## src/inc/aspbg_pkg.sv

```systemverilog
package aspbg_pkg;

	// register byte offsets
	localparam logic [7:0] ADDR_CTRL = 8'h00;
	localparam logic [7:0] ADDR_DATA = 8'h04;
	localparam logic [7:0] ADDR_TCTRL = 8'h08;
	localparam logic [7:0] ADDR_RELOAD = 8'h0C;
	localparam logic [7:0] ADDR_LOW = 8'h10;

	// serial_control_reg field positions
	localparam int CTRL_MODE = 7;
	localparam int CTRL_FILT = 5;
	localparam int CTRL_RXEN = 4;
	localparam int CTRL_TX9 = 3;
	localparam int CTRL_RX9 = 2;
	localparam int CTRL_TXD = 1;
	localparam int CTRL_RXD = 0;
	localparam logic CTRL_BIT6_VAL = 1'b1;

	// timer control field positions
	localparam int TCTRL_RUN = 0;
	localparam int TCTRL_SEL = 1;
	localparam int TCTRL_IEN = 4;

	// timer clock sources
	localparam logic [2:0] SRC_SYS = 3'h0;
	localparam logic [2:0] SRC_DIV12 = 3'h1;
	localparam logic [2:0] SRC_DIV148 = 3'h2;
	localparam logic [2:0] SRC_OSC8 = 3'h3;
	localparam logic [2:0] SRC_EXT = 3'h4;

	// prescaler terminal counts (divide by N means count 0..N-1)
	localparam logic [7:0] PRE_DIV12 = 8'h0B;
	localparam logic [7:0] PRE_DIV148 = 8'h93;
	localparam logic [7:0] PRE_OSC8 = 8'h07;

	localparam logic [7:0] TMR_TOP = 8'hFF;
	localparam logic [3:0] FRAME8_BITS = 4'hA;
	localparam logic [3:0] FRAME9_BITS = 4'hB;
	localparam logic [3:0] DATA8_LAST = 4'h7;
	localparam logic [3:0] DATA9_LAST = 4'h8;

	typedef enum logic [1:0] {RX_IDLE, RX_START, RX_DATA, RX_STOP} aspbg_rx_t;

	typedef struct packed {
		logic hsel;
		logic [31:0] haddr;
		logic [1:0] htrans;
		logic hwrite;
		logic [2:0] hsize;
		logic [31:0] hwdata;
		logic hready;
	} aspbg_ahb_req_t;

	typedef struct packed {
		logic [31:0] hrdata;
		logic hreadyout;
		logic hresp;
	} aspbg_ahb_rsp_t;

	typedef struct packed {
		logic serialRxPin;
		logic extOscClk;
		logic rateTimerExtInput;
	} aspbg_pins_t;

	typedef struct packed {
		logic mode;
		logic filt;
		logic rxEn;
		logic txNinth;
		logic rxNinth;
		logic txDone;
		logic rxDone;
		logic [7:0] rxBuf;
		logic tmrRun;
		logic [2:0] tmrSel;
		logic intEn;
		logic [7:0] reload;
		logic [7:0] lowCnt;
		logic [7:0] rxTmr;
		logic [7:0] preCnt;
		logic [2:0] rxSync;
		logic [2:0] oscSync;
		logic [2:0] extSync;
		logic txHalf;
		logic rxHalf;
		logic [10:0] txShift;
		logic [3:0] txCnt;
		logic txPin;
		aspbg_rx_t rxState;
		logic [3:0] rxCnt;
		logic [8:0] rxShift;
		logic apValid;
		logic apWrite;
		logic [7:0] apAddr;
		logic [31:0] hrdata;
	} aspbg_state_t;

	localparam aspbg_state_t ST_RST = '{txPin: 1'b1, rxSync: 3'h7, rxState: RX_IDLE,
		default: '0};

endpackage

```

## src/verilog/aspbg_serial_port.sv

```systemverilog
// Function
// - bit clock comes from 8-bit auto-reload timer; low count byte clocks transmit.
// - hidden receive timer counts while timer runs, reloads from same reload byte.
// - transmit and receive timer overflows are halved to give bit rates.
// - a start edge on the receive pin forces a receive timer reload.
// - overflow rate is input clock over (256 - reload); bit rate is half.
// - timer clock is sysclk, sysclk/12, sysclk/148, oscillator/8 or external input.
// - frame mode bit, control bit 7, selects 8-bit or 9-bit frames.
// - 8-bit frame: start, eight data bits LSB first, stop; ten bits.
// - 8-bit mode: data to receive buffer, stop bit to received ninth bit.
// - writing the data buffer starts a transmit frame when no frame is in progress.
// - transmit done flag sets at start of the stop bit, both modes.
// - frames are accepted only while receive enable is set.
// - 8-bit load only if receive done clear and, when filtering, stop bit high.
// - on overrun the first byte stays in the buffer; later bits are lost.
// - interrupt raised when enabled and transmit or receive done is set.
// - 9-bit frame: start, 8 data LSB first, ninth bit, stop; eleven bits.
// - 9-bit mode transmits the last written transmit ninth bit.
// - 9-bit mode stores received ninth bit, ignores the stop bit.
// - 9-bit load only if receive done clear and, when filtering, ninth bit high.
// - done flags are cleared only by a software write, never by servicing.
// - data buffer reads give receive byte; writes go to unreadable transmit register.
//
// Chosen here: the placing of the registers and the AHB-Lite register port.
`timescale 1ns/1ps
`default_nettype none

module aspbg_serial_port (
	// clock and reset
	input wire logic clk,
	input wire logic srst,
	// register bus
	input wire aspbg_pkg::aspbg_ahb_req_t ahbReq,
	output var aspbg_pkg::aspbg_ahb_rsp_t ahbRsp,
	// serial link and timer inputs
	input wire aspbg_pkg::aspbg_pins_t pinsIn,
	output var logic serialTxPin,
	// interrupt
	output var logic serialIrq
);
	import aspbg_pkg::*;

	aspbg_state_t s_r;
	aspbg_state_t s_nxt;

	logic oscRise, extRise, rxLine, rxFall;
	logic preEvt, preWrap, tmrTick, txOvf, rxOvf, txBitTick, rxSample;
	logic apTake, dpWrite, wrCtrl, wrData, wrTctrl, wrReload, wrLow;
	logic startDet, txStart, rxGate, rxLoad, txDoneSet;
	logic [3:0] rxLast;

	function automatic logic [7:0] preTopOf(input logic [2:0] sel);
		logic [7:0] top;
		top = 8'h00;
		if (sel == SRC_DIV12) begin
			top = PRE_DIV12;
		end else if (sel == SRC_DIV148) begin
			top = PRE_DIV148;
		end else if (sel == SRC_OSC8) begin
			top = PRE_OSC8;
		end
		return top;
	endfunction

	// auto reload from reload byte gives 256 - reload ticks per overflow
	function automatic logic [7:0] tmrNext(input logic [7:0] cnt, input logic [7:0] rld,
		input logic tick);
		logic [7:0] nxt;
		nxt = cnt;
		if (tick) begin
			nxt = (cnt == TMR_TOP) ? rld : 8'(cnt + 8'h01);
		end
		return nxt;
	endfunction

	// pin synchronisers: stage 0 feeds stage 1 only; stage 2 is for edges
	assign rxLine = s_r.rxSync[1];
	assign rxFall = ~s_r.rxSync[1] & s_r.rxSync[2];
	assign oscRise = s_r.oscSync[1] & ~s_r.oscSync[2];
	assign extRise = s_r.extSync[1] & ~s_r.extSync[2];

	// clock source choice; codes above 4 leave the timer stopped
	assign preEvt = (s_r.tmrSel == SRC_OSC8) ? oscRise : 1'b1;
	assign preWrap = preEvt && (s_r.preCnt == preTopOf(s_r.tmrSel));
	assign tmrTick = s_r.tmrRun && ((s_r.tmrSel == SRC_SYS)
		|| (s_r.tmrSel == SRC_EXT && extRise)
		|| ((s_r.tmrSel == SRC_DIV12 || s_r.tmrSel == SRC_DIV148
		|| s_r.tmrSel == SRC_OSC8) && preWrap));

	// transmit clock from the low count byte
	assign txOvf = tmrTick && (s_r.lowCnt == TMR_TOP);
	// receive copy shares tick and reload
	assign rxOvf = tmrTick && (s_r.rxTmr == TMR_TOP);
	// every second overflow is a bit boundary
	assign txBitTick = txOvf && s_r.txHalf;
	// odd overflows after the start reload fall mid-bit
	assign rxSample = rxOvf && !s_r.rxHalf;

	// bus decode; zero wait states, and a transfer is taken only with hready high
	assign apTake = ahbReq.hsel && ahbReq.htrans[1] && ahbReq.hready;
	assign dpWrite = s_r.apValid && s_r.apWrite;
	assign wrCtrl = dpWrite && (s_r.apAddr == ADDR_CTRL);
	assign wrData = dpWrite && (s_r.apAddr == ADDR_DATA);
	assign wrTctrl = dpWrite && (s_r.apAddr == ADDR_TCTRL);
	assign wrReload = dpWrite && (s_r.apAddr == ADDR_RELOAD);
	assign wrLow = dpWrite && (s_r.apAddr == ADDR_LOW);

	// starts are seen only with receive enabled
	assign startDet = s_r.rxEn && (s_r.rxState == RX_IDLE) && rxFall;
	// a write during a frame is dropped; the transmit register is single
	assign txStart = wrData && (s_r.txCnt == 4'h0);
	assign txDoneSet = txBitTick && (s_r.txCnt == 4'h1);
	assign rxLast = s_r.mode ? DATA9_LAST : DATA8_LAST;
	// load gate: buffer free and, when filtering, stop or ninth high
	assign rxGate = !s_r.rxDone && (!s_r.filt || (s_r.mode ? s_r.rxShift[8] : rxLine));
	assign rxLoad = (s_r.rxState == RX_STOP) && rxSample && rxGate;

	always_comb begin
		s_nxt = s_r;

		s_nxt.rxSync = {s_r.rxSync[1:0], pinsIn.serialRxPin};
		s_nxt.oscSync = {s_r.oscSync[1:0], pinsIn.extOscClk};
		s_nxt.extSync = {s_r.extSync[1:0], pinsIn.rateTimerExtInput};

		// prescaler
		if (!s_r.tmrRun || s_r.tmrSel == SRC_SYS || s_r.tmrSel == SRC_EXT) begin
			s_nxt.preCnt = 8'h00;
		end else if (preWrap) begin
			s_nxt.preCnt = 8'h00;
		end else if (preEvt) begin
			s_nxt.preCnt = 8'(s_r.preCnt + 8'h01);
		end

		s_nxt.lowCnt = tmrNext(s_r.lowCnt, s_r.reload, tmrTick);
		// receive timer, private to the receiver
		s_nxt.rxTmr = tmrNext(s_r.rxTmr, s_r.reload, tmrTick);
		if (txOvf) begin
			s_nxt.txHalf = ~s_r.txHalf;
		end
		if (rxOvf) begin
			s_nxt.rxHalf = ~s_r.rxHalf;
		end

		// bus address phase; read data is latched here and stands in the data phase
		s_nxt.apValid = apTake;
		if (apTake) begin
			s_nxt.apWrite = ahbReq.hwrite;
			s_nxt.apAddr = ahbReq.haddr[7:0];
			s_nxt.hrdata = 32'h0000_0000;
			if (!ahbReq.hwrite) begin
				unique case (ahbReq.haddr[7:0])
					ADDR_CTRL: s_nxt.hrdata = {24'h00_0000, s_r.mode, CTRL_BIT6_VAL, s_r.filt,
						s_r.rxEn, s_r.txNinth, s_r.rxNinth, s_r.txDone, s_r.rxDone};
					// reads see the receive buffer only
					ADDR_DATA: s_nxt.hrdata = {24'h00_0000, s_r.rxBuf};
					ADDR_TCTRL: s_nxt.hrdata = {27'h000_0000, s_r.intEn, s_r.tmrSel, s_r.tmrRun};
					ADDR_RELOAD: s_nxt.hrdata = {24'h00_0000, s_r.reload};
					ADDR_LOW: s_nxt.hrdata = {24'h00_0000, s_r.lowCnt};
					default: s_nxt.hrdata = 32'h0000_0000;
				endcase
			end
		end

		// software writes in the data phase
		if (wrCtrl) begin
			s_nxt.mode = ahbReq.hwdata[CTRL_MODE];
			s_nxt.filt = ahbReq.hwdata[CTRL_FILT];
			s_nxt.rxEn = ahbReq.hwdata[CTRL_RXEN];
			s_nxt.txNinth = ahbReq.hwdata[CTRL_TX9];
			s_nxt.rxNinth = ahbReq.hwdata[CTRL_RX9];
			// only this write clears the done flags
			s_nxt.txDone = ahbReq.hwdata[CTRL_TXD];
			s_nxt.rxDone = ahbReq.hwdata[CTRL_RXD];
		end
		if (wrTctrl) begin
			s_nxt.tmrRun = ahbReq.hwdata[TCTRL_RUN];
			s_nxt.tmrSel = ahbReq.hwdata[TCTRL_SEL +: 3];
			s_nxt.intEn = ahbReq.hwdata[TCTRL_IEN];
		end
		if (wrReload) begin
			s_nxt.reload = ahbReq.hwdata[7:0];
		end
		if (wrLow) begin
			s_nxt.lowCnt = ahbReq.hwdata[7:0];
		end

		// transmitter
		if (txStart) begin
			// frame image, start bit at bit 0
			s_nxt.txShift = {1'b1, s_r.mode ? s_r.txNinth : 1'b1, ahbReq.hwdata[7:0], 1'b0};
			s_nxt.txCnt = s_r.mode ? FRAME9_BITS : FRAME8_BITS;
		end else if (txBitTick && s_r.txCnt != 4'h0) begin
			s_nxt.txPin = s_r.txShift[0];
			s_nxt.txShift = {1'b1, s_r.txShift[10:1]};
			s_nxt.txCnt = 4'(s_r.txCnt - 4'h1);
		end
		// set as the stop bit goes out; set wins over a clearing write
		if (txDoneSet) begin
			s_nxt.txDone = 1'b1;
		end

		// receiver
		unique case (s_r.rxState)
			RX_IDLE: begin
				if (startDet) begin
					s_nxt.rxTmr = s_r.reload;
					s_nxt.rxHalf = 1'b0;
					s_nxt.rxState = RX_START;
				end
			end
			RX_START: begin
				// a high line at mid start bit was a glitch
				if (rxSample) begin
					s_nxt.rxState = rxLine ? RX_IDLE : RX_DATA;
					s_nxt.rxCnt = 4'h0;
				end
			end
			RX_DATA: begin
				if (rxSample) begin
					s_nxt.rxShift = {rxLine, s_r.rxShift[8:1]};
					s_nxt.rxCnt = 4'(s_r.rxCnt + 4'h1);
					if (s_r.rxCnt == rxLast) begin
						s_nxt.rxState = RX_STOP;
					end
				end
			end
			RX_STOP: begin
				if (rxSample) begin
					s_nxt.rxState = RX_IDLE;
				end
			end
		endcase

		// a busy buffer refuses the frame, keeping the first byte
		if (rxLoad) begin
			// in 8-bit mode the byte sits in the top of the shifter
			s_nxt.rxBuf = s_r.mode ? s_r.rxShift[7:0] : s_r.rxShift[8:1];
			s_nxt.rxNinth = s_r.mode ? s_r.rxShift[8] : rxLine;
			s_nxt.rxDone = 1'b1;
		end
	end

	always_ff @(posedge clk) begin
		if (srst) begin
			s_r <= ST_RST;
		end else begin
			s_r <= s_nxt;
		end
	end

	assign serialTxPin = s_r.txPin;
	// level while enabled and a flag is up
	assign serialIrq = s_r.intEn & (s_r.txDone | s_r.rxDone);
	assign ahbRsp.hrdata = s_r.hrdata;
	assign ahbRsp.hreadyout = 1'b1;
	assign ahbRsp.hresp = 1'b0;
endmodule

`default_nettype wire

```

## config.mk

```make
export PLATFORM = sky130hd
export DESIGN_NAME = aspbg_serial_port
export DESIGN_NICKNAME = d
export VERILOG_FILES = /design/src/inc/aspbg_pkg.sv /design/src/verilog/aspbg_serial_port.sv
export SDC_FILE = /design/constraint.sdc
export NUM_CORES = 1
export LEC_CHECK = 0
export ABC_CLOCK_PERIOD_IN_PS = 7000
export BUFFER_PORTS_ARGS = -buffer_cell sky130_fd_sc_hd__buf_2
export CAP_MARGIN = 15
export CORE_MARGIN = 2
export CORE_UTILIZATION = 45
export CTS_CLUSTER_DIAMETER = 120
export CTS_CLUSTER_SIZE = 40
export DETAILED_ROUTE_END_ITERATION = 6
export PLACE_DENSITY = 0.67
export SLEW_MARGIN = 20
export SYNTH_ARGS = -nofsm -noshare
export SYNTH_HDL_FRONTEND = slang
export SYNTH_SLANG_ARGS = --single-unit
```

## constraint.sdc

```tcl
create_clock -name clk -period 7 [get_ports clk]
set_input_delay 0.7 -clock clk [delete_from_list [all_inputs] [get_ports clk]]
set_output_delay 0.7 -clock clk [all_outputs]
set_load 0.02 [all_outputs]
```

==> results of run 1 <==
power by group through the flow:
stage / Clock, mW / Combinational (mW) / Sequential (mW)
global placement: 0 / 0.0522 / 0.662
CTS: 0.550 / 0.0533 / 0.647
detailed placement: 0 / 0.0532 / 0.662
floorplan: 0 / 0.0481 / 0.660
global route: 0.580 / 0.0594 / 0.648
finish: 0.540 / 0.0541 / 0.647
sequential cells by signal, summed over array words and instances, names as in the netlist:
name         flops
ahbRsp           8
s_nxt            5
serialTxPin      1
s_r             97
rxLine           1
worst max-delay path by stage:
stage,startpoint,end,slack [ps],cells after the start
floorplan,s_r[118]$_SDFFE_PP0P_,s_r[127]$_SDFFE_PP0P_,3930,12
global placement,s_r[119]$_SDFFE_PP0P_,s_r[127]$_SDFFE_PP0P_,3270,10
detailed placement,s_r[119]$_SDFFE_PP0P_,s_r[128]$_SDFFE_PP0P_,3120,10
CTS,s_r[119]$_SDFFE_PP0P_,s_r[128]$_SDFFE_PP0P_,3100,10
global route,s_r[119]$_SDFFE_PP0P_,s_r[121]$_SDFFE_PP0P_,3000,10
finish,s_r[119]$_SDFFE_PP0P_,s_r[121]$_SDFFE_PP0P_,3480,10
placed cells by master (no fill, tap or decap), types with 6 or more instances in the layout:
master	synthesis	final
nor3_1	7	7
and2_1	9	9
nor2b_1	9	9
a22oi_1	6	6
mux2i_1	37	37
ha_1	9	9
clkbuf_16	0	9
nor4_1	10	10
inv_1	15	15
nand3_1	35	35
conb_1	2	26
o21ai_0	25	25
a32oi_1	10	10
or3_1	6	6
dfxtp_1	112	112
a31oi_1	6	6
nand2_1	85	85
and3_1	11	11
a21oi_1	49	48
nor2_1	76	76
a211oi_1	15	15
buf_2	4	33
or2_2	6	6
metal layers:
layer | vias up | share of wire, %
met2 | 123 | 46
met5 | - | 0
met4 | 0 | 3.7
met1 | 2347 | 46
li1 | 2422 | -
met3 | 32 | 4.3
area by class of cell:
type	count	share of cell area (%)
Tap cell	172	3.49
Clock buffer	13	4.38
Timing Repair Buffer	36	3.17
Clock inverter	3	0.751
Inverter	15	0.913
Sequential cell	112	36.4
Multi-Input combinational cell	520	50.9
kinds of logic after synthesis:
| family | synth area share [%] |
|---|---|
| AND/OR/NAND/NOR | 24.2 |
| AO/OA/AOI/OAI | 18.4 |
| flip-flops | 39.0 |
| buffers and inverters | 8.11 |
| multiplexers | 6.63 |
| XOR/XNOR | 1.52 |
| adder cells (fa/ha/maj) | 1.96 |
| other | 0.131 |
per-stage QoR:
| stage | power [mW] | setup WS (ps) | area [um^2] | cells | util [%] |
|---|---|---|---|---|---|
| after CTS | 1.25 | 3100 | 6150 | 870 | 48.9 |
| after global routing | 1.29 | 3000 | 6160 | 871 | 49.0 |
| after global placement | 0.714 | 3270 | 5830 | 854 | 46.4 |
| final | 1.24 | 3480 | 6160 | 871 | 49.0 |
| after floorplan | 0.709 | 3930 | 5840 | 718 | - |
| after detailed placement | 0.715 | 3120 | 5830 | 854 | 46.4 |
synth_stat cells (4+ instances only):
library cell	count	area share, %
o21ai_0	25	2.2
or3_1	6	0.65
a211oi_1	15	2.0
o22ai_1	5	0.54
or2_2	6	0.65
clkbuf_1	28	1.8
inv_1	15	0.98
nand3_1	35	3.0
nand2_1	85	5.5
buf_4	35	4.6
ha_1	9	2.0
a31oi_1	6	0.65
a22oi_1	6	0.78
mux2i_1	37	6.4
a21oi_1	49	4.3
buf_2	4	0.35
nand2b_1	5	0.54
and2_1	9	0.98
a222oi_1	5	0.87
nand4_1	4	0.43
nor2b_1	9	0.98
xor2_1	5	0.76
nor3_1	7	0.61
nor2_1	76	5.0
nor4_1	10	1.1
xnor2_1	5	0.76
and3_1	11	1.2
a32oi_1	10	1.5
dfxtp_1	112	39
==> results.md, run 1 <==
* Worst setup SP type: flip-flop
* Layout area overhead at 7.13%
* Warnings from Yosys at 0
* Post-cts resize count at 0
* Starting Density at 45.8%
* Critical Path Fanout Max at 17
* GR peak layer: met2
* RSZ-0062 raised after global routing: false
* WP data arrival at 3780 ps
* Switching power share of the total at 22.3%
* R2R Path Start: s_r[119]$_SDFFE_PP0P_
* Critical Path RT at 7260 ps
* Cell family contributing the most delay on the critical path: simple AND/OR/NAND/NOR gates
* Crit-path most repeated cell: nor2_1
* Worst stage delay on the critical path at 580 ps
* I/O Buffers at 34
* Clock power frac at 43.5%
* Multi-input combinational cell area at 3140 um^2
* Die Y at 117 um
* Grt ovf at 0
* Clock buffer depth at 2
* Die X at 117 um
* Max IR drop VDD at 0.114 mV
* Final Max Tran Viols at 0
* Vias per cell at 5.65
* Worst Max-Slew Pin Slew at 1060 ps
* Setup violators final at 0
* Worst setup path class: flip-flop to flip-flop
* Die ar. at 13,700 um^2
* Met3 usage at 3.04%
* Crit Reg-Reg Endpoint: s_r[121]$_SDFFE_PP0P_
* Sequential Area at 2240 um^2
* Clock root buffer: clkbuf_16
* DP Wirelength at 9.37 mm
* Status: complete, no violations
* Ys flop type: dfxtp_1
* Layout cells sized above 1 at 10.4%
* Filler cells at 1,181
* Worst hold path stage count at 1
* Cell Rows at 41
* Async S/R FF share, synth at 0%
* Met2 Track Usage GR at 32.5%
* Comb pwr share at 4.4%
* Setup bufs post-CTS at 0
* Mapped Area at 5750 um^2
* CTS tree: yes
* Vias at 4,924
* I/O pins at 113
* Setup TNS at 0 ps
* Met1 Use GR at 27.2%
* Max-slew headroom at 29.6%
* Initial antenna violation count at 0
* Hold Path End: rxLine$_SDFF_PP1_
* Number of max-cap violations at 0
* Unique masters post-synth at 67
* Total CTS buffers at 9
* Switch Pwr at 0.277 mW
* Post-Syn Instances at 694
* H-tree levels at 3
* CP Cell Sequence: nor2b_1 > and2_1 > o41ai_2 > nand3_2 > nor2_1 > ha_1 > nand4b_1 > a21oi_2 > nor2_1 > a211oi_1
* Sequential area share after synthesis at 39.0%
* Clock Pin Slew Worst Setup and Hold Paths at 70 ps
* FMAX at 0.284 GHz
* Buf+Inv Stages, Crit Path at 0
* Syn_area_per_cell at 8.29 um^2
* Number of enable flip-flop cells after synthesis at 0
* Worst-Skew Late Latency at 350 ps
* Crit share post-route at 50.3%
* Global-route wire length before repair at 22.1 mm
* Clock Skew at 6.22 ps
* Largest net degree at the start of global routing at 103
* Hold Path Origin: s_nxt[82]$_SDFF_PP1_
* Internal power at 0.964 mW
* Detailed-route DRC error count at 0
* Yosys reg bits at 112
* Vias in the first global route at 4,502
* GRT Total Usage at 20.5%
* Hold Path Class: flip-flop to flip-flop
* Hold_buf cts at 0
* PwrDens at 201 nW/um^2
* 1st-iter DRT viols at 396
* Flop pwr share at 52.2%
* Fin. Hold Viols at 0
* Worst reg2reg path depth at 10
* Nets at 780
* Slack of the worst reg-to-reg path at 3480 ps
* Total clock sinks at 112
* RePlAce Congestion at 0.843
* Drt pass-1 iters at 5
* Final antenna-violating net count at 0
* WL/cell at 15.3 um
* Crit end category: flip-flop
* Critical-path top delay cell: dfxtp_1
* Overall routed net length at 13.3 mm
* Core Footprint at 12,600 um^2
* Diodes inserted at 0
* Leakage Power at 2.19 nW
* Final Critical Period at 3520 ps
* Final hold slack at 408 ps
No activity file was read; power rests on OpenSTA's default activity.
==> inputs of run 2 (changes only) <==
- ABC_CLOCK_PERIOD_IN_PS: 7000 -> 3160
- PLACE_DENSITY: 0.67 -> 0.7
- clock period: 7 -> 3.16 ns (I/O delays scaled with it)
==> run 2 against run 1 <==
Compared with the run above:
- first-iteration DRC count grew 42%
- largest power group unchanged
- cell area grew 0.53%
- sequential share of layout area shrank 0.19 points
- clock skew grew 1.3 ps
- critical path type unchanged
- via count grew 1.6%
==> results.md, run 2 (synthesis results as in run 1) <==
* Status: complete, no violations
* Hold_buf cts at 0 (unchanged)
* Cell Rows at 41 (unchanged)
* Vias at 5,005 (+1.6%)
* Placed cells at 864 (+1.2%)
* Final Max Tran Viols at 0 (unchanged)
* Worst stage delay on the critical path at 420 ps (-160 ps)
* Final WS setup at 281 ps (-3200 ps)
* Slack of the worst reg-to-reg path at 280 ps (-3200 ps)
* R2R Path Start: s_r[118]$_SDFFE_PP0P_
* PwrDens at 435 nW/um^2 (+120%)
* Starting Density at 45.8% (unchanged)
* Setup bufs post-CTS at 0 (unchanged)
* Die X at 117 um (unchanged)
* CP Depth at 11 (+1)
* I/O pins at 113 (unchanged)
* Layout cells sized above 1 at 11.5% (+1.0 points)
* Worst setup endpoint: s_r[51]$_SDFFE_PP0P_
* Cell family contributing the most delay on the critical path: simple AND/OR/NAND/NOR gates
* Fin. Hold Viols at 0 (unchanged)
* DP Worst Slack at 356 ps (-2760 ps)
* Final antenna-violating net count at 0 (unchanged)
* Buf+Inv Stages, Crit Path at 0 (unchanged)
* Clock root buffer: clkbuf_16
* Total clock sinks at 112 (unchanged)
* Flip-flop count of the largest register after layout at 97 (unchanged)
* Setup violators final at 0 (unchanged)
* Die Y at 117 um (unchanged)
* Max IR drop VDD at 0.275 mV (+140%)
* DP Wirelength at 9.86 mm (+5.3%)
* Crit Reg-Reg Endpoint: s_r[51]$_SDFFE_PP0P_
* Critical Path RT at 3450 ps (-3810 ps)
* Filler cells at 1,210 (+2.5%)
* Worst setup path class: flip-flop to flip-flop
* Number of max-cap violations at 0 (unchanged)
* FMAX at 0.347 GHz (+22%)
* Total CTS buffers at 9 (unchanged)
* Commonest non-fill, non-tap cell in the layout: dfxtp_1
* RSZ-0062 raised after global routing: false
* H-tree levels at 3 (unchanged)
* Detailed-route DRC error count at 0 (unchanged)
* Most frequent cells in the layout: dfxtp_1 (112), nand2_1 (85), nor2_1 (76), a21oi_1 (49), mux2i_1 (37)
* Crit end category: flip-flop
* CTS tree: yes
* Diodes inserted at 0 (unchanged)
* Cell Count, Final, Fillers Out at 879 (+0.92%)
* Hold Path Origin: pinsIn[2]
* Die ar. at 13,700 um^2 (unchanged)
* 1st-iter DRT viols at 564 (+42%)
* Max-slew headroom at 49.7% (+20 points)
* Post-cts resize count at 0 (unchanged)
* Grt ovf at 0 (unchanged)
* RePlAce Congestion at 0.898 (+6.5%)
* Final Critical Period at 2880 ps (-643 ps)
* Clock buffer depth at 2 (unchanged)
* WP data arrival at 3170 ps (-610 ps)
* Nets at 789 (+1.2%)
* Register bank with the most flops: s_r
* Clock Pin Slew Worst Setup and Hold Paths at 70 ps (about the same)
* Hold Path Class: primary input to flip-flop
* WL/cell at 15.6 um (+2.0%)
* I/O Buffers at 34 (unchanged)
* Layout area overhead at 7.70%
* Core Footprint at 12,600 um^2 (unchanged)
* Worst setup SP type: flip-flop
* Largest net degree at the start of global routing at 45 (-56%)
* Critical-path top delay cell: or2_2
* Crit-path most repeated cell: nor2_1
* Setup TNS at 0 ps (unchanged)
* GRT Total Usage at 20.7% (+0.13 points)
* Overall routed net length at 13.7 mm (+3.0%)
* Initial antenna violation count at 0 (unchanged)
* Vias per cell at 5.69 (+0.72%)
* Critical Path Fanout Max at 11 (-6)
* Worst-Skew Late Latency at 350 ps (about the same)
* CP Cell Sequence: or2_1 > a2111oi_4 > a211o_1 > nand3_2 > nor2_1 > ha_1 > nand2_1 > or2_2 > nor3_1 > a21oi_1 > nor2_1
* Leakage Power at 2.23 nW (+1.6%)
* Worst Max-Slew Pin Slew at 753 ps (-302 ps)
* Drt pass-1 iters at 5 (unchanged)
* Vias in the first global route at 4,487 (-0.33%)
* Crit share post-route at 91.1% (+41 points)
* Critical Path Start: s_r[118]$_SDFFE_PP0P_
* Worst reg2reg path depth at 11 (+1)
* Global-route wire length before repair at 22.2 mm (+0.53%)
* Clock Skew at 7.50 ps (+1.28 ps)
-- run 2: cell types whose count changed in the layout (fill, tap and decap cells not counted), sizes merged --
| cell | change |
|---|---|
| buf | +9 |
| clkinv | +4 |
| clkbuf | -4 |
| clkinvlp | -1 |
-- run 2: worst min-delay path by stage --
stage | to | slack (ps) | cells past startpoint
final | s_nxt[82]$_SDFF_PP1_ | 140 | 2
after global routing | s_nxt[82]$_SDFF_PP1_ | 150 | 2
after detailed placement | rxLine$_SDFF_PP1_ | 390 | 1
after CTS | s_nxt[82]$_SDFF_PP1_ | 140 | 2
after global placement | rxLine$_SDFF_PP1_ | 390 | 1
after floorplan | rxLine$_SDFF_PP1_ | 390 | 1
-- run 2: area by class of cell --
type / count / area (um^2) / share of cell area, %
Multi-Input combinational cell: 520 / 3140 / 50.6
Sequential cell: 112 / 2240 / 36.2
Timing Repair Buffer: 45 / 253 / 4.08
Clock buffer: 9 / 225 / 3.63
Tap cell: 172 / 215 / 3.47
Clock inverter: 6 / 70.1 / 1.13
Inverter: 15 / 56.3 / 0.909
-- run 2: where the power goes --
part           switching (mW)  internal [mW]
logic                  0.0901         0.0320
clock network           0.526          0.616
registers              0.0116           1.42
total                   0.627           2.07
-- run 2: stage by stage --
stage	total power, mW	hold WS, ps	area (um^2)	utilization (%)
after global routing	2.79	149	6200	49.3
after global placement	1.58	395	5900	47.0
after detailed placement	1.59	394	5900	47.0
final	2.70	142	6200	49.3
after floorplan	1.57	389	5840	-
after CTS	2.72	138	6200	49.3
-- run 2: routing by layer --
layer  track usage [%]  vias to the layer above  part of all wire (%)
li1                  -                     2446                     -
met4              9.49                        0                   2.5
met3              4.02                       26                   5.9
met5                 0                        -                     0
met2              32.5                      167                    47
met1              27.5                     2366                    45
